$ cat src/sar_adc_consts.vh
// Constants for the SAR converter sequencer
`ifndef SAR_ADC_CONSTS_VH
`define SAR_ADC_CONSTS_VH
`define ADC_ADDR_W        8
`define ADC_RESULT_ADDR   8'h70
`define ADC_CTRL_ADDR     8'h71
`define ADC_RESULT_RESET  8'h00
`define ADC_CTRL_RESET    8'h00
`define ADC_DONE_BIT      7
`define ADC_ON_BIT        5
`define ADC_CH_HI         3
`define ADC_CH_LO         0
`define ADC_CONV_PERIODS  4'hC
`define ADC_LOAD_PERIODS  4'h4
`define ADC_SAR_STEPS     4'h8
`endif

$ cat src/sar_adc_sequencer.v
// Sequencer logic for the 8-bit successive-approximation converter
`timescale 1ns/1ps
`default_nettype none
`include "sar_adc_consts.vh"

module sar_adc_sequencer (
   input  wire       sys_clk,
   input  wire       reset_n,
   input  wire [7:0] regAddr,
   input  wire [7:0] regWrData,
   input  wire       regWrite,
   input  wire       regRead,
   output reg  [7:0] regRdData,
   input  wire       cpuWait,
   input  wire       cpuHalt,
   input  wire       compareHigh,
   output reg  [3:0] channelSelect,
   output reg        sampleConnect,
   output reg  [7:0] dacCode,
   output wire       converterPowered
);

   localparam [1:0] ST_IDLE = 2'b00;
   localparam [1:0] ST_LOAD = 2'b01;
   localparam [1:0] ST_CONV = 2'b10;

   reg       haltSync1Q;
   reg       haltSync2Q;
   reg       converterOnQ;
   reg       doneFlagQ;
   reg [7:0] resultQ;
   reg [1:0] stateQ;
   reg [3:0] periodQ;
   reg [7:0] sarQ;
   reg       adcTickQ;

   wire ctrlWrite  = regWrite && (regAddr == `ADC_CTRL_ADDR);
   wire resultRead = regRead && (regAddr == `ADC_RESULT_ADDR);
   // Effective enable; halt powers the converter down, wait is ignored
   wire runEnable  = converterOnQ && !haltSync2Q;
   wire finishNow  = (stateQ == ST_CONV) && adcTickQ
                     && (periodQ == `ADC_CONV_PERIODS - 4'h1);

   assign converterPowered = runEnable;

   // Trial bit for the step that starts at a given period
   function [7:0] trialBit;
      input [3:0] period;
      begin
         trialBit = 8'h80 >> (period - `ADC_LOAD_PERIODS);
      end
   endfunction

   // Halt pin synchroniser; comparator follows our own registered code
   always @(posedge sys_clk or negedge reset_n) begin
      if (!reset_n) begin
         haltSync1Q <= 1'b0;
         haltSync2Q <= 1'b0;
      end else begin
         haltSync1Q <= cpuHalt;
         haltSync2Q <= haltSync1Q;
      end
   end

   // Converter clock enable at half the CPU rate
   always @(posedge sys_clk or negedge reset_n) begin
      if (!reset_n) begin
         adcTickQ <= 1'b0;
      end else if (!runEnable || ctrlWrite) begin
         adcTickQ <= 1'b0;
      end else begin
         adcTickQ <= !adcTickQ;
      end
   end

   // Control register
   always @(posedge sys_clk or negedge reset_n) begin
      if (!reset_n) begin
         converterOnQ  <= 1'b0;
         channelSelect <= 4'h0;
      end else if (ctrlWrite) begin
         converterOnQ  <= regWrData[`ADC_ON_BIT];
         channelSelect <= regWrData[`ADC_CH_HI:`ADC_CH_LO];
      end
   end

   // Sequencer: load phase, then one comparison per converter clock
   always @(posedge sys_clk or negedge reset_n) begin
      if (!reset_n) begin
         stateQ  <= ST_IDLE;
         periodQ <= 4'h0;
         sarQ    <= 8'h00;
      end else if (ctrlWrite) begin
         stateQ  <= regWrData[`ADC_ON_BIT] ? ST_LOAD : ST_IDLE;
         periodQ <= 4'h0;
         sarQ    <= 8'h00;
      end else if (!runEnable) begin
         stateQ  <= ST_IDLE;
         periodQ <= 4'h0;
         sarQ    <= 8'h00;
      end else if (adcTickQ) begin
         case (stateQ)
            ST_IDLE: begin
               stateQ  <= ST_LOAD;
               periodQ <= 4'h0;
            end
            ST_LOAD: begin
               periodQ <= periodQ + 4'h1;
               if (periodQ == `ADC_LOAD_PERIODS - 4'h1) begin
                  stateQ <= ST_CONV;
                  sarQ   <= 8'h00;
               end
            end
            ST_CONV: begin
               // Keep the trial bit only when input is at or above code
               // Code moved one cycle earlier, so comparator has settled
               if (compareHigh) begin
                  sarQ <= sarQ | trialBit(periodQ);
               end
               if (periodQ == `ADC_CONV_PERIODS - 4'h1) begin
                  stateQ  <= ST_LOAD;
                  periodQ <= 4'h0;
               end else begin
                  periodQ <= periodQ + 4'h1;
               end
            end
            default: begin
               stateQ  <= ST_IDLE;
               periodQ <= 4'h0;
            end
         endcase
      end
   end

   // Analog side drives
   always @(posedge sys_clk or negedge reset_n) begin
      if (!reset_n) begin
         sampleConnect <= 1'b0;
         dacCode       <= 8'h00;
      end else begin
         sampleConnect <= (stateQ == ST_LOAD) && runEnable;
         dacCode       <= (stateQ == ST_CONV && runEnable) ? (sarQ | trialBit(periodQ)) : 8'h00;
      end
   end

   // Result and done flag; set wins over a result-read clear, a control write blocks set and clears
   always @(posedge sys_clk or negedge reset_n) begin
      if (!reset_n) begin
         resultQ   <= `ADC_RESULT_RESET;
         doneFlagQ <= 1'b0;
      end else if (finishNow && !ctrlWrite && runEnable) begin
         resultQ   <= compareHigh ? (sarQ | 8'h01) : sarQ;
         doneFlagQ <= 1'b1;
      end else if (ctrlWrite || resultRead) begin
         doneFlagQ <= 1'b0;
      end
   end

   // Register read port, one cycle latency
   always @(posedge sys_clk or negedge reset_n) begin
      if (!reset_n) begin
         regRdData <= 8'h00;
      end else if (regRead) begin
         if (regAddr == `ADC_RESULT_ADDR) begin
            regRdData <= resultQ;
         end else if (regAddr == `ADC_CTRL_ADDR) begin
            regRdData <= {doneFlagQ, 1'b0, converterOnQ, 1'b0, channelSelect};
         end else begin
            regRdData <= 8'h00;
         end
      end else begin
         regRdData <= 8'h00;
      end
   end

endmodule

`default_nettype wire

$ cat config.mk
export PLATFORM = sky130hd
export DESIGN_NAME = sar_adc_sequencer
export DESIGN_NICKNAME = d
export VERILOG_FILES = /design/src/sar_adc_sequencer.v
export VERILOG_INCLUDE_DIRS = /design/src
export SDC_FILE = /design/constraint.sdc
export NUM_CORES = 1
export LEC_CHECK = 0
export ABC_CLOCK_PERIOD_IN_PS = 4740
export BUFFER_PORTS_ARGS = -buffer_cell sky130_fd_sc_hd__buf_4
export CORE_ASPECT_RATIO = 1.75
export CORE_MARGIN = 3
export CORE_UTILIZATION = 35
export DETAILED_ROUTE_END_ITERATION = 8
export PLACE_DENSITY_LB_ADDON = 0.08
export SLEW_MARGIN = 15
export SYNTH_ARGS = -nofsm -noshare
export SYNTH_HDL_FRONTEND = slang
export SYNTH_SLANG_ARGS = --single-unit
$ cat constraint.sdc
create_clock -name sys_clk -period 4.74 [get_ports sys_clk]
set_clock_uncertainty 0.1 [all_clocks]
set_input_delay 0.237 -clock sys_clk [delete_from_list [all_inputs] [get_ports sys_clk]]
set_output_delay 0.237 -clock sys_clk [all_outputs]
set_load 0.01 [all_outputs]
=== Word-level counts from Yosys, hierarchy flattened ===
Index checks and enable logic that the tools add are counted.

* Bitwise operators: 1
* Multiplexer cells: 26
* Reduce and logical (&&, ||, !) cells: 19
* $add $sub $neg: 2
* Equal/unequal tests: 11
* Shifts and indexed selects: 1

{| class="wikitable"
|+ Operators with widths
! operator !! count
|-
| $mux W8 || 9
|-
| $eq A8 B7 Y1 const B || 2
|-
| $mux W4 || 4
|-
| $pmux W8 S2 || 1
|-
| $ne A4 B4 Y1 const B || 3
|-
| $mux W2 || 5
|-
| $logic_and A1 B1 Y1 || 9
|-
| $or A8 B8 Y8 || 1
|-
| $pmux W4 S2 || 1
|-
| $shr A8 B4 Y8 const A || 1
|-
| $pmux W2 S3 || 1
|-
| $mux W1 || 5
|-
| $add A4 B1 Y4 const B || 1
|-
| $eq A4 B2 Y1 const B || 1
|-
| $eq A4 B4 Y1 const B || 1
|-
| $logic_not A1 Y1 || 4
|-
| $ne A4 B2 Y1 const B || 1
|-
| $reduce_and A4 Y1 || 1
|-
| $sub A4 B3 Y4 const B || 1
|-
| $ne A3 B3 Y1 const B || 1
|-
| $reduce_and A3 Y1 || 1
|-
| $eq A2 B1 Y1 const B || 1
|-
| $eq A2 B2 Y1 const B || 1
|-
| $logic_not A2 Y1 || 1
|-
| 2 further kinds || 3
|}

* Output and inout port bits: 22
* Bits of input ports: 23
* Register bits after elaboration: 48

=== Longest topological paths before layout ===
Gate-level depths: netlist (run 1).

* Depth in word-level cells: 8
* Gate-level depth with buffers: 6
* Gate-level depth less buffers: 6

=== Least setup slack after synthesis (run 1) ===
OpenSTA, ideal clock, no wires.

* Path type: flip-flop to flip-flop
* From: register converterOnQ
* To: register resultQ[1]
* Setup time: 0.125 ns
* Setup slack: 2.857 ns
* Path buffers: 1
* Cell stages (with the launch flop): 6
* Arrival time: 1.658 ns
* Cells stage by stage: dfrtp_1 > nor2b_1 > nand2_1 > or3_1 > buf_6 > mux2_4

* Word-level cells in the longest chain between the ends: 2

{| class="wikitable"
|+ RTL lines
! what !! line !! RTL
|-
| start: declaration || sar_adc_sequencer.v:29 || <nowiki>reg converterOnQ;</nowiki>
|-
| start signal: assignment || sar_adc_sequencer.v:82 || <nowiki>converterOnQ <= regWrData[`ADC_ON_BIT];</nowiki>
|-
| $logic_and A1 B1 Y1 || sar_adc_sequencer.v:40 || <nowiki>wire runEnable = converterOnQ && !haltSync2Q;</nowiki>
|-
| net converterPowered || sar_adc_sequencer.v:20 || <nowiki>output wire converterPowered</nowiki>
|-
| $logic_and A1 B1 Y1 || sar_adc_sequencer.v:151 || <nowiki>end else if (finishNow && !ctrlWrite && runEnable) begin</nowiki>
|-
| end signal: assignment || sar_adc_sequencer.v:149 || <nowiki>resultQ <= `ADC_RESULT_RESET;</nowiki>
|-
| end signal: assignment || sar_adc_sequencer.v:152 || <nowiki>resultQ <= compareHigh ? (sarQ | 8'h01) : sarQ;</nowiki>
|-
| end: declaration || sar_adc_sequencer.v:31 || <nowiki>reg [7:0] resultQ;</nowiki>
|}

The timed path passes the listed nets, and every way through them passes these cells.
A chain may end at the register's enable or synchronous reset.

=== Final worst setup path (run 1) ===
* From: register stateQ[0]
* To: register resultQ[3]

* Word-level cells in the longest chain between the ends: 5

{| class="wikitable"
|+ RTL lines
! what !! line !! RTL
|-
| start: declaration || sar_adc_sequencer.v:32 || <nowiki>reg [1:0] stateQ;</nowiki>
|-
| start signal: assignment || sar_adc_sequencer.v:94 || <nowiki>stateQ <= regWrData[`ADC_ON_BIT] ? ST_LOAD : ST_IDLE;</nowiki>
|-
| $eq A2 B2 Y1 || sar_adc_sequencer.v:41 || <nowiki>wire finishNow = (stateQ == ST_CONV) && adcTickQ</nowiki>
|-
| $logic_and A1 B1 Y1 (2 in series) || sar_adc_sequencer.v:41 ||
|-
| $logic_and A1 B1 Y1 (2 in series) || sar_adc_sequencer.v:151 ||
|}

No other way between the ends.

==> impl_metrics.tcl, run 1 <==
set metrics [dict create \
    outcome "finished, final reports clean" \
    rows 37 \
    worst_pin_slew_ns 0.632 \
    yosys_warnings 0 \
    ios 45 \
    viasPerCell 4.89 \
    grt_max_degree 49 \
    crit_fanout 18 \
    critPathKind "flop to flop" \
    n_antenna_cell 0 \
    synthArstFlopShare 1.00 \
    yosys-top-cells-area "dfrtp_1 55%, mux2_4 10%, ha_1 6.9%" \
    grt_pass1_vias 1552 \
    ant_nets 0 \
    antenna_found_initial 0 \
    synth_compound_area_frac 0.0991 \
    arrival_ns 2.47 \
    synth-simple-area-share 0.102 \
    core_area_um2 5930 \
    fillers 615 \
    synth_mux_area_frac 0.138 \
    fin_tns_setup_ns 0 \
    netlist.area_leader.share 0.553 \
    final_common_cell "dfrtp_1" \
    holdWs_ns 0.0625 \
    maxCapViolCount 0 \
    stdcell_count 291 \
    die-area_um2 7220 \
    route.detailed.drc 0 \
    fin_nets 247 \
    utilization 0.450 \
    synth-seq-cells 48 \
    cts_root_buf "clkbuf_8" \
    die_h_um 110 \
    p_leak_nw 1.36 \
    wire_per_inst_um 15.0 \
    ir_worst_vdd_mv 0.226 \
    port_buffers 40 \
    synth_edf_count 0 \
    end_kind "flop" \
    power.density_nw_per_um2 299 \
    vias 1422 \
    critPathRequiredTime_ns 4.83 \
    place_inst 281 \
    cts_tree "built" \
    synthXorXnorAreaFrac 0 \
    synthAdderAreaFrac 0.0691 \
    setup_violations 0 \
    grt_pass1_wl_mm 7.50 \
    die-width_um 65.6 \
    syn_to_final_growth_pct 22.7 \
    max_slew_margin 0.577 \
    yosysUniqueCellTypes 36 \
    firstDrtPassIters 5 \
    synth_flop_cell "dfrtp_1" \
    syn_nets 204 \
    routed_wl_mm 4.35 \
    path_clk_slew_ns 0.09 \
    synth_area_leader_cell "dfrtp_1" \
    drive_above_1_share 0.338 \
    clockBufferDepth 2 \
    drv_slew 0 \
    multi_input_area_um2 887 \
    cts_sinks 48 \
    power_mw 0.797 \
    avgSynthCellArea_um2 12.9 \
    start_util 0.367 \
    gp_congestion 0.819 \
    place_hpwl_mm 3.17 \
    cts_made_buffers 5 \
    htree_levels 2 \
    period_share 0.502 \
    synth_top_family_by_area "multiplexers" \
    regArea_um2 1200 \
    grt.total_usage 0.135 \
    netlist_area_um2 2170 \
    final_cell_mix "48 x dfrtp_1, 40 x buf_4, 18 x nor2_1, 15 x mux2_4, 12 x ha_1" \
    drtIter0Drc 41 \
    overflow 0 \
    synth_cells 169 \
    max_freq_ghz 0.420 \
    hold_viol_final 0 \
    synth-seq-area-share 0.553 \
    grt_setup_unrepaired "false" \
    hp-class "primary input to flop" \
    fin_crit_ns 2.38 \
    clkLatencyLatePin_ns 0.30 \
    start_kind "flop" \
]
## worst paths after layout
check	startpoint	end	slack, ns	cells after the start
max	stateQ[0]$_DFFE_PN0P_	resultQ[3]$_DFFE_PN0P_	2.36	5
min	regWrData[1]	channelSelect[1]$_DFFE_PN0P_	0.06	2
max reg2reg	stateQ[0]$_DFFE_PN0P_	resultQ[3]$_DFFE_PN0P_	2.36	5
min reg2reg	haltSync1Q$_DFF_PN0_	haltSync2Q$_DFF_PN0_	0.25	0
max in group asynchronous	reset_n	dacCode[5]$_DFF_PN0_	3.75	2
min in group asynchronous	reset_n	regRdData[1]$_DFF_PN0_	0.38	2
## flip-flops by register name, summed over array words and instances (netlist names)
signal	flops
periodQ	4
haltSync1Q	1
adcTickQ	1
sarQ	8
resultQ	8
stateQ	2
haltSync2Q	1
sampleConnect	1
doneFlagQ	1
dacCode	8
converterOnQ	1
regRdData	8
channelSelect	4
## area by class of cell
| type | instances | share of cell area |
|---|---|---|
| Clock buffer | 6 | 0.0310 |
| Clock inverter | 2 | 0.0146 |
| Inverter | 10 | 0.0141 |
| Multi-Input combinational cell | 105 | 0.333 |
| Sequential cell | 48 | 0.451 |
| Tap cell | 78 | 0.0366 |
| Timing Repair Buffer | 42 | 0.120 |
## cell families after synthesis
| group | Yosys count |
|---|---|
| flip-flops | 48 |
| AND/OR/NAND/NOR | 42 |
| adder cells (fa/ha/maj) | 12 |
| buffers and inverters | 16 |
| multiplexers | 22 |
| AO/OA/AOI/OAI | 29 |
## synth_stat cells, types with 2 or more instances
library cell,instances
ha_1,12
mux2_2,4
nor2b_1,2
o21ai_0,3
mux2i_1,3
a31oi_1,3
mux2_4,15
o31ai_1,3
nor3_1,8
and2_1,3
inv_1,10
a21oi_1,5
nor2_1,18
dfrtp_1,48
a22oi_1,2
a22o_1,6
nand2_1,2
clkbuf_1,2
buf_6,3
## report_power, final
| group | total [mW] | internal (mW) | switching (mW) |
|---|---|---|---|
| sequential | 0.424 | 0.417 | 0.00660 |
| clock | 0.312 | 0.173 | 0.139 |
| combinational | 0.0618 | 0.0297 | 0.0321 |
| total | 0.797 | 0.619 | 0.178 |
## worst max-delay path: stages (launching register included)
cell and delay, ns:
dfrtp_1 0.42, inv_1 0.09, ha_1 0.20, nand2_1 0.36, or3_1 0.72, mux2_4 0.38
## stage by stage
| step | setup slack (ns) | instance area (µm²) |
|---|---|---|
| 2_1_floorplan | 2.86 | 2170 |
| 3_3_place_gp | 2.40 | 2520 |
| 3_5_place_dp | 2.35 | 2520 |
| 4_1_cts | 2.34 | 2670 |
| 5_1_grt | 2.16 | 2670 |
| 6_report | 2.36 | 2670 |
## metal layers
metal | global-route usage | up-vias | part of all wire
li1 | - | 681 | -
met1 | 0.149 | 709 | 0.38
met2 | 0.253 | 26 | 0.57
met3 | 0.0223 | 6 | 0.032
met4 | 0.0534 | 0 | 0.019
met5 | 0 | - | 0
## what timing repair did
item                      4_1_cts  5_1_grt
hold buffers                    2        0
gates resized for setup         0        0
hold endpoints to repair       49        0
buffers inserted                0        0
(Power assumes the default switching activity.)
==> inputs of run 2 (changes only) <==
--- a/config.mk
+++ b/config.mk
@@ -6,7 +6,7 @@
 export SDC_FILE = /design/constraint.sdc
 export NUM_CORES = 1
 export LEC_CHECK = 0
-export ABC_CLOCK_PERIOD_IN_PS = 4740
+export ABC_CLOCK_PERIOD_IN_PS = 2200
 export BUFFER_PORTS_ARGS = -buffer_cell sky130_fd_sc_hd__buf_4
 export CORE_ASPECT_RATIO = 1.75
 export CORE_MARGIN = 3
==> constraint.sdc (replaced) <==
create_clock -name sys_clk -period 2.2 [get_ports sys_clk]
set_clock_uncertainty 0.1 [all_clocks]
set_input_delay 0.11 -clock sys_clk [delete_from_list [all_inputs] [get_ports sys_clk]]
set_output_delay 0.11 -clock sys_clk [all_outputs]
set_load 0.01 [all_outputs]
==> run 2 against run 1 <==
Effect of this change:
- wire length is 0.53% higher
- die area stayed put
- worst hold slack better by 0.084 ns
- global-route usage is 0.30 points higher
- register-to-register slack worse by 2.2 ns
- via count is 3.2% higher
- critical path depth is 1 lower
- combinational power is 130% higher
- critical path type unchanged
- largest cell class unchanged
==> impl_metrics.tcl, run 2 (same netlist as run 1, synthesis figures left out) <==
set metrics [dict create \
    fillers 580 \
    die-area_um2 7220 \
    ant_nets 0 \
    gp_congestion 0.806 \
    viasPerCell 4.88 \
    hold_viol_final 0 \
    wire_per_inst_um 14.5 \
    outcome "finished, final reports clean" \
    rr_worst_depth 4 \
    ios 45 \
    regArea_um2 1200 \
    grt_pass1_wl_mm 7.58 \
    clkLatencyLatePin_ns 0.30 \
    worst_slack_ns 0.181 \
    routed_wl_mm 4.38 \
    fin_nets 257 \
    power.density_nw_per_um2 626 \
    htree_levels 2 \
    syn_to_final_growth_pct 26.8 \
    fin_crit_ns 2.02 \
    end_kind "flop" \
    power_mw 1.72 \
    overflow 0 \
    die-width_um 65.6 \
    hp-class "primary input to flop" \
    core_area_um2 5930 \
    pre_cts_slack_ns 0.173 \
    rows 37 \
    critPathRequiredTime_ns 2.29 \
    cts.repair.resized 0 \
    drv_slew 0 \
    cts_hold_buf 8 \
    vias 1468 \
    final_cell_mix "48 x dfrtp_1, 44 x buf_4, 18 x nor2_1, 15 x mux2_4, 12 x ha_1" \
    arrival_ns 2.11 \
    start_kind "flop" \
    die_h_um 110 \
    worst_pin_slew_ns 0.596 \
    ir_worst_vdd_mv 0.339 \
    grt_setup_unrepaired "false" \
    port_buffers 40 \
    multi_input_area_um2 887 \
    utilization 0.465 \
    grt_max_degree 49 \
    cts_root_buf "clkbuf_8" \
    stdcell_area_um2 2760 \
    period_share 0.918 \
    crit_end "resultQ[7]$_DFFE_PN0P_" \
    path_clk_slew_ns 0.09 \
    drive_above_1_share 0.341 \
    cts_sinks 48 \
    p_leak_nw 1.40 \
    firstDrtPassIters 3 \
    startpoint "periodQ[1]$_DFFE_PN0P_" \
    place_hpwl_mm 3.25 \
    crit_fanout 9 \
    fin_tns_setup_ns 0 \
    regToRegStartpoint "periodQ[1]$_DFFE_PN0P_" \
    max_slew_margin 0.603 \
    max_freq_ghz 0.495 \
    cts_made_buffers 5 \
    setup_violations 0 \
    maxCapViolCount 0 \
    cts_setup_buffers 0 \
    placed_area_um2 2550 \
    cts_tree "built" \
    start_util 0.367 \
    r2r-end "resultQ[7]$_DFFE_PN0P_" \
    drtIter0Drc 60 \
    antenna_found_initial 0 \
    critPathKind "flop to flop" \
    reg2reg_slack_ns 0.18 \
    clockBufferDepth 2 \
    grt_pass1_vias 1657 \
    grt.total_usage 0.138 \
    final_common_cell "dfrtp_1" \
    route.detailed.drc 0 \
    n_antenna_cell 0 \
]
## run 2: changes by cell type in the layout (fill, tap and decap cells not counted)
cell / previous run / this run
buf_4: 40 / 44
dlygate4sd3_1: 2 / 8
## run 2: worst max-delay path, cell delays in order, from the launching register on
cell     delay [ns]
dfrtp_1        0.44
ha_1           0.30
nand3_1        0.13
or3_1          0.56
mux2_4         0.38
## run 2: routing by layer
layer  global-route usage  part of all wire
met2                0.271              0.57
met1                0.142              0.39
met3               0.0284             0.024
met4               0.0445             0.016
met5                    0                 0
## run 2: area by class of cell
type,instances,area share
Clock buffer,6,0.0300
Clock inverter,2,0.0141
Inverter,10,0.0136
Multi-Input combinational cell,105,0.322
Sequential cell,48,0.436
Tap cell,78,0.0354
Timing Repair Buffer,52,0.149
## run 2: per-stage QoR
step	std cells	hold WS (ns)
floorplan	169	-0.286
global placement	285	0.0480
detailed placement	285	0.0629
CTS	301	0.152
global route	301	0.165
finish	301	0.147
## run 2: how the worst min path moves through the flow
stage              from                           end  depth (start not counted)
2_1_floorplan   reset_n            adcTickQ$_DFF_PN0_                          0
4_1_cts        regWrite        periodQ[3]$_DFFE_PN0P_                          3
5_1_grt        regWrite        periodQ[3]$_DFFE_PN0P_                          3
3_3_place_gp    reset_n  channelSelect[1]$_DFFE_PN0P_                          1
6_report       regWrite        periodQ[2]$_DFFE_PN0P_                          3
3_5_place_dp    reset_n        regRdData[0]$_DFF_PN0_                          1
## run 2: power by group
group          internal [mW]  switching, mW
Clock                  0.372          0.297
Sequential             0.899         0.0145
Combinational         0.0717         0.0710
==> inputs of run 3 (changes only) <==
--- a/config.mk
+++ b/config.mk
@@ -6,6 +6,7 @@
 export SDC_FILE = /design/constraint.sdc
 export NUM_CORES = 1
 export LEC_CHECK = 0
+export ABC_AREA = 1
 export ABC_CLOCK_PERIOD_IN_PS = 2200
 export BUFFER_PORTS_ARGS = -buffer_cell sky130_fd_sc_hd__buf_4
 export CORE_ASPECT_RATIO = 1.75
==> run 3 against run 2 <==
Effect of this change:
- clock-buffer cell count decreased by 1
- combinational power increased to 2.7 times the previous value
- sequential power rose by 2.6%
- final area up 5.8%
- final cell count is 32% higher
- global-route usage shrank 0.27 points
==> impl_metrics.tcl, run 3 <==
set metrics [dict create \
    setup_violations 0 \
    fin_crit_ns 1.75 \
    cts_sinks 48 \
    drtIter0Drc 68 \
    synthArstFlopShare 1.00 \
    period_share 0.794 \
    cts_tree "built" \
    overflow 0 \
    max_freq_ghz 0.572 \
    viasPerCell 4.45 \
    synthTopCellsByCount "79 x nand2_1, 48 x dfrtp_1, 36 x inv_1" \
    core_area_um2 6320 \
    cts_hold_buf 7 \
    stdcell_count 397 \
    synth-seq-area-share 0.516 \
    synth-seq-cells 48 \
    grt.total_usage 0.136 \
    netlist.area_leader.share 0.516 \
    htree_levels 2 \
    netlist_area_um2 2330 \
    p_leak_nw 1.63 \
    fin_nets 351 \
    outcome "finished, final reports clean" \
    ios 45 \
    start_kind "flop" \
    arrival_ns 1.89 \
    power.density_nw_per_um2 674 \
    path_clk_slew_ns 0.09 \
    regToRegStartpoint "stateQ[0]$_DFFE_PN0P_" \
    gp_congestion 0.764 \
    grt_pass1_wl_mm 7.88 \
    antenna_found_initial 0 \
    end_kind "flop" \
    fillers 657 \
    cts.repair.resized 0 \
    port_buffers 40 \
    max_slew_margin 0.584 \
    utilization 0.461 \
    synth.most_common_cell "nand2_1" \
    grt_max_degree 49 \
    yosys-top-cells-area "dfrtp_1 52%, nand2_1 13%, ha_1 6.5%" \
    holdWs_ns 0.0394 \
    critPathRequiredTime_ns 2.34 \
    worst_slack_ns 0.452 \
    ir_worst_vdd_mv 0.432 \
    cp_slowest_stage_delay_ns 0.42 \
    fin_tns_setup_ns 0 \
    route.detailed.drc 0 \
    drv_slew 0 \
    clockBufferDepth 2 \
    vias 1766 \
    pre_cts_slack_ns 0.439 \
    cts_made_buffers 5 \
    n_antenna_cell 0 \
    clkLatencyLatePin_ns 0.30 \
    grt_pass1_vias 1695 \
    hold_depth 3 \
    placed_area_um2 2730 \
    cp.depth 8 \
    start_util 0.368 \
    cts_setup_buffers 0 \
    wire_per_inst_um 12.2 \
    synth_edf_count 0 \
    firstDrtPassIters 5 \
    syn_to_final_growth_pct 25.3 \
    synth_area_leader_cell "dfrtp_1" \
    yosys_warnings 0 \
    crit_slowest_cell "dfrtp_1" \
    stdcell_area_um2 2920 \
    maxCapViolCount 0 \
    synth_flop_cell "dfrtp_1" \
    final_common_cell "nand2_1" \
    hold_start "regWrData[5]" \
    yosysUniqueCellTypes 24 \
    cts_root_buf "clkbuf_8" \
    place_hpwl_mm 3.58 \
    hold_viol_final 0 \
    routed_wl_mm 4.84 \
    avgSynthCellArea_um2 8.84 \
    critPathKind "flop to flop" \
    grt_setup_unrepaired "false" \
    startpoint "stateQ[0]$_DFFE_PN0P_" \
    syn_nets 298 \
    rows 38 \
    synth_cells 263 \
    place_inst 382 \
    final_cell_mix "79 x nand2_1, 48 x dfrtp_1, 43 x buf_4, 36 x inv_1, 26 x nand3_1" \
    die-area_um2 7700 \
    hp-class "primary input to flop" \
    worst_pin_slew_ns 0.625 \
    crit_chain "inv_1 > ha_1 > inv_1 > o21ai_0 > nand3_4 > nand2_4 > nand2_1 > nand2_1" \
    cpLargestDelayFamily "simple AND/OR/NAND/NOR gates" \
    power_mw 1.97 \
    die_h_um 114 \
    rr_worst_depth 8 \
    crit_fanout 9 \
    path_buf_inv 2 \
    drive_above_1_share 0.205 \
    ant_nets 0 \
    die-width_um 67.6 \
]
==> run 3: final cells by class <==
cell class | instances | area (µm²) | area share
clock buffers | 5 | 68.8 | 0.0236
clock inverters | 3 | 47.5 | 0.0163
inverters | 39 | 146 | 0.0502
multi-input cells | 171 | 938 | 0.322
flip-flops and latches | 48 | 1200 | 0.412
well taps | 80 | 100 | 0.0343
repair buffers | 51 | 413 | 0.142
==> run 3: layer usage <==
layer	up-vias	global-route usage	share of wire
met3	6	0.0256	0.037
li1	922	-	-
met5	-	0	0
met4	0	0.0623	0.016
met1	803	0.139	0.37
met2	35	0.252	0.57
==> run 3: worst min-delay path: stages <==
cell     delay [ns]
buf_4          0.08
nand4_1        0.12
o21ai_0        0.09
==> run 3: final timing paths <==
| kind | end | slack (ns) |
|---|---|---|
| setup reg to reg | sarQ[4]$_DFFE_PN0P_ | 0.45 |
| min in group asynchronous | channelSelect[3]$_DFFE_PN0P_ | 0.24 |
| max in group asynchronous | sarQ[2]$_DFFE_PN0P_ | 1.32 |
| hold / removal | converterOnQ$_DFFE_PN0P_ | 0.04 |
| setup / recovery | sarQ[4]$_DFFE_PN0P_ | 0.45 |
| hold reg to reg | haltSync2Q$_DFF_PN0_ | 0.26 |
==> run 3: power by group <==
part / internal [mW] / switching, mW
registers: 0.911 / 0.0255
clock network: 0.342 / 0.305
logic: 0.144 / 0.237
total: 1.40 / 0.568
==> run 3: cells by family after synthesis <==
group                      count (synthesis)  share of synthesized area
DFF                                       48                      0.516
and+or+nand+nor                          138                      0.288
buffers and inverters                     44                     0.0802
xor gates and xnor gates                   1                    0.00377
adders and majority gates                 12                     0.0645
AOI/OAI and AO/OA                         20                     0.0473
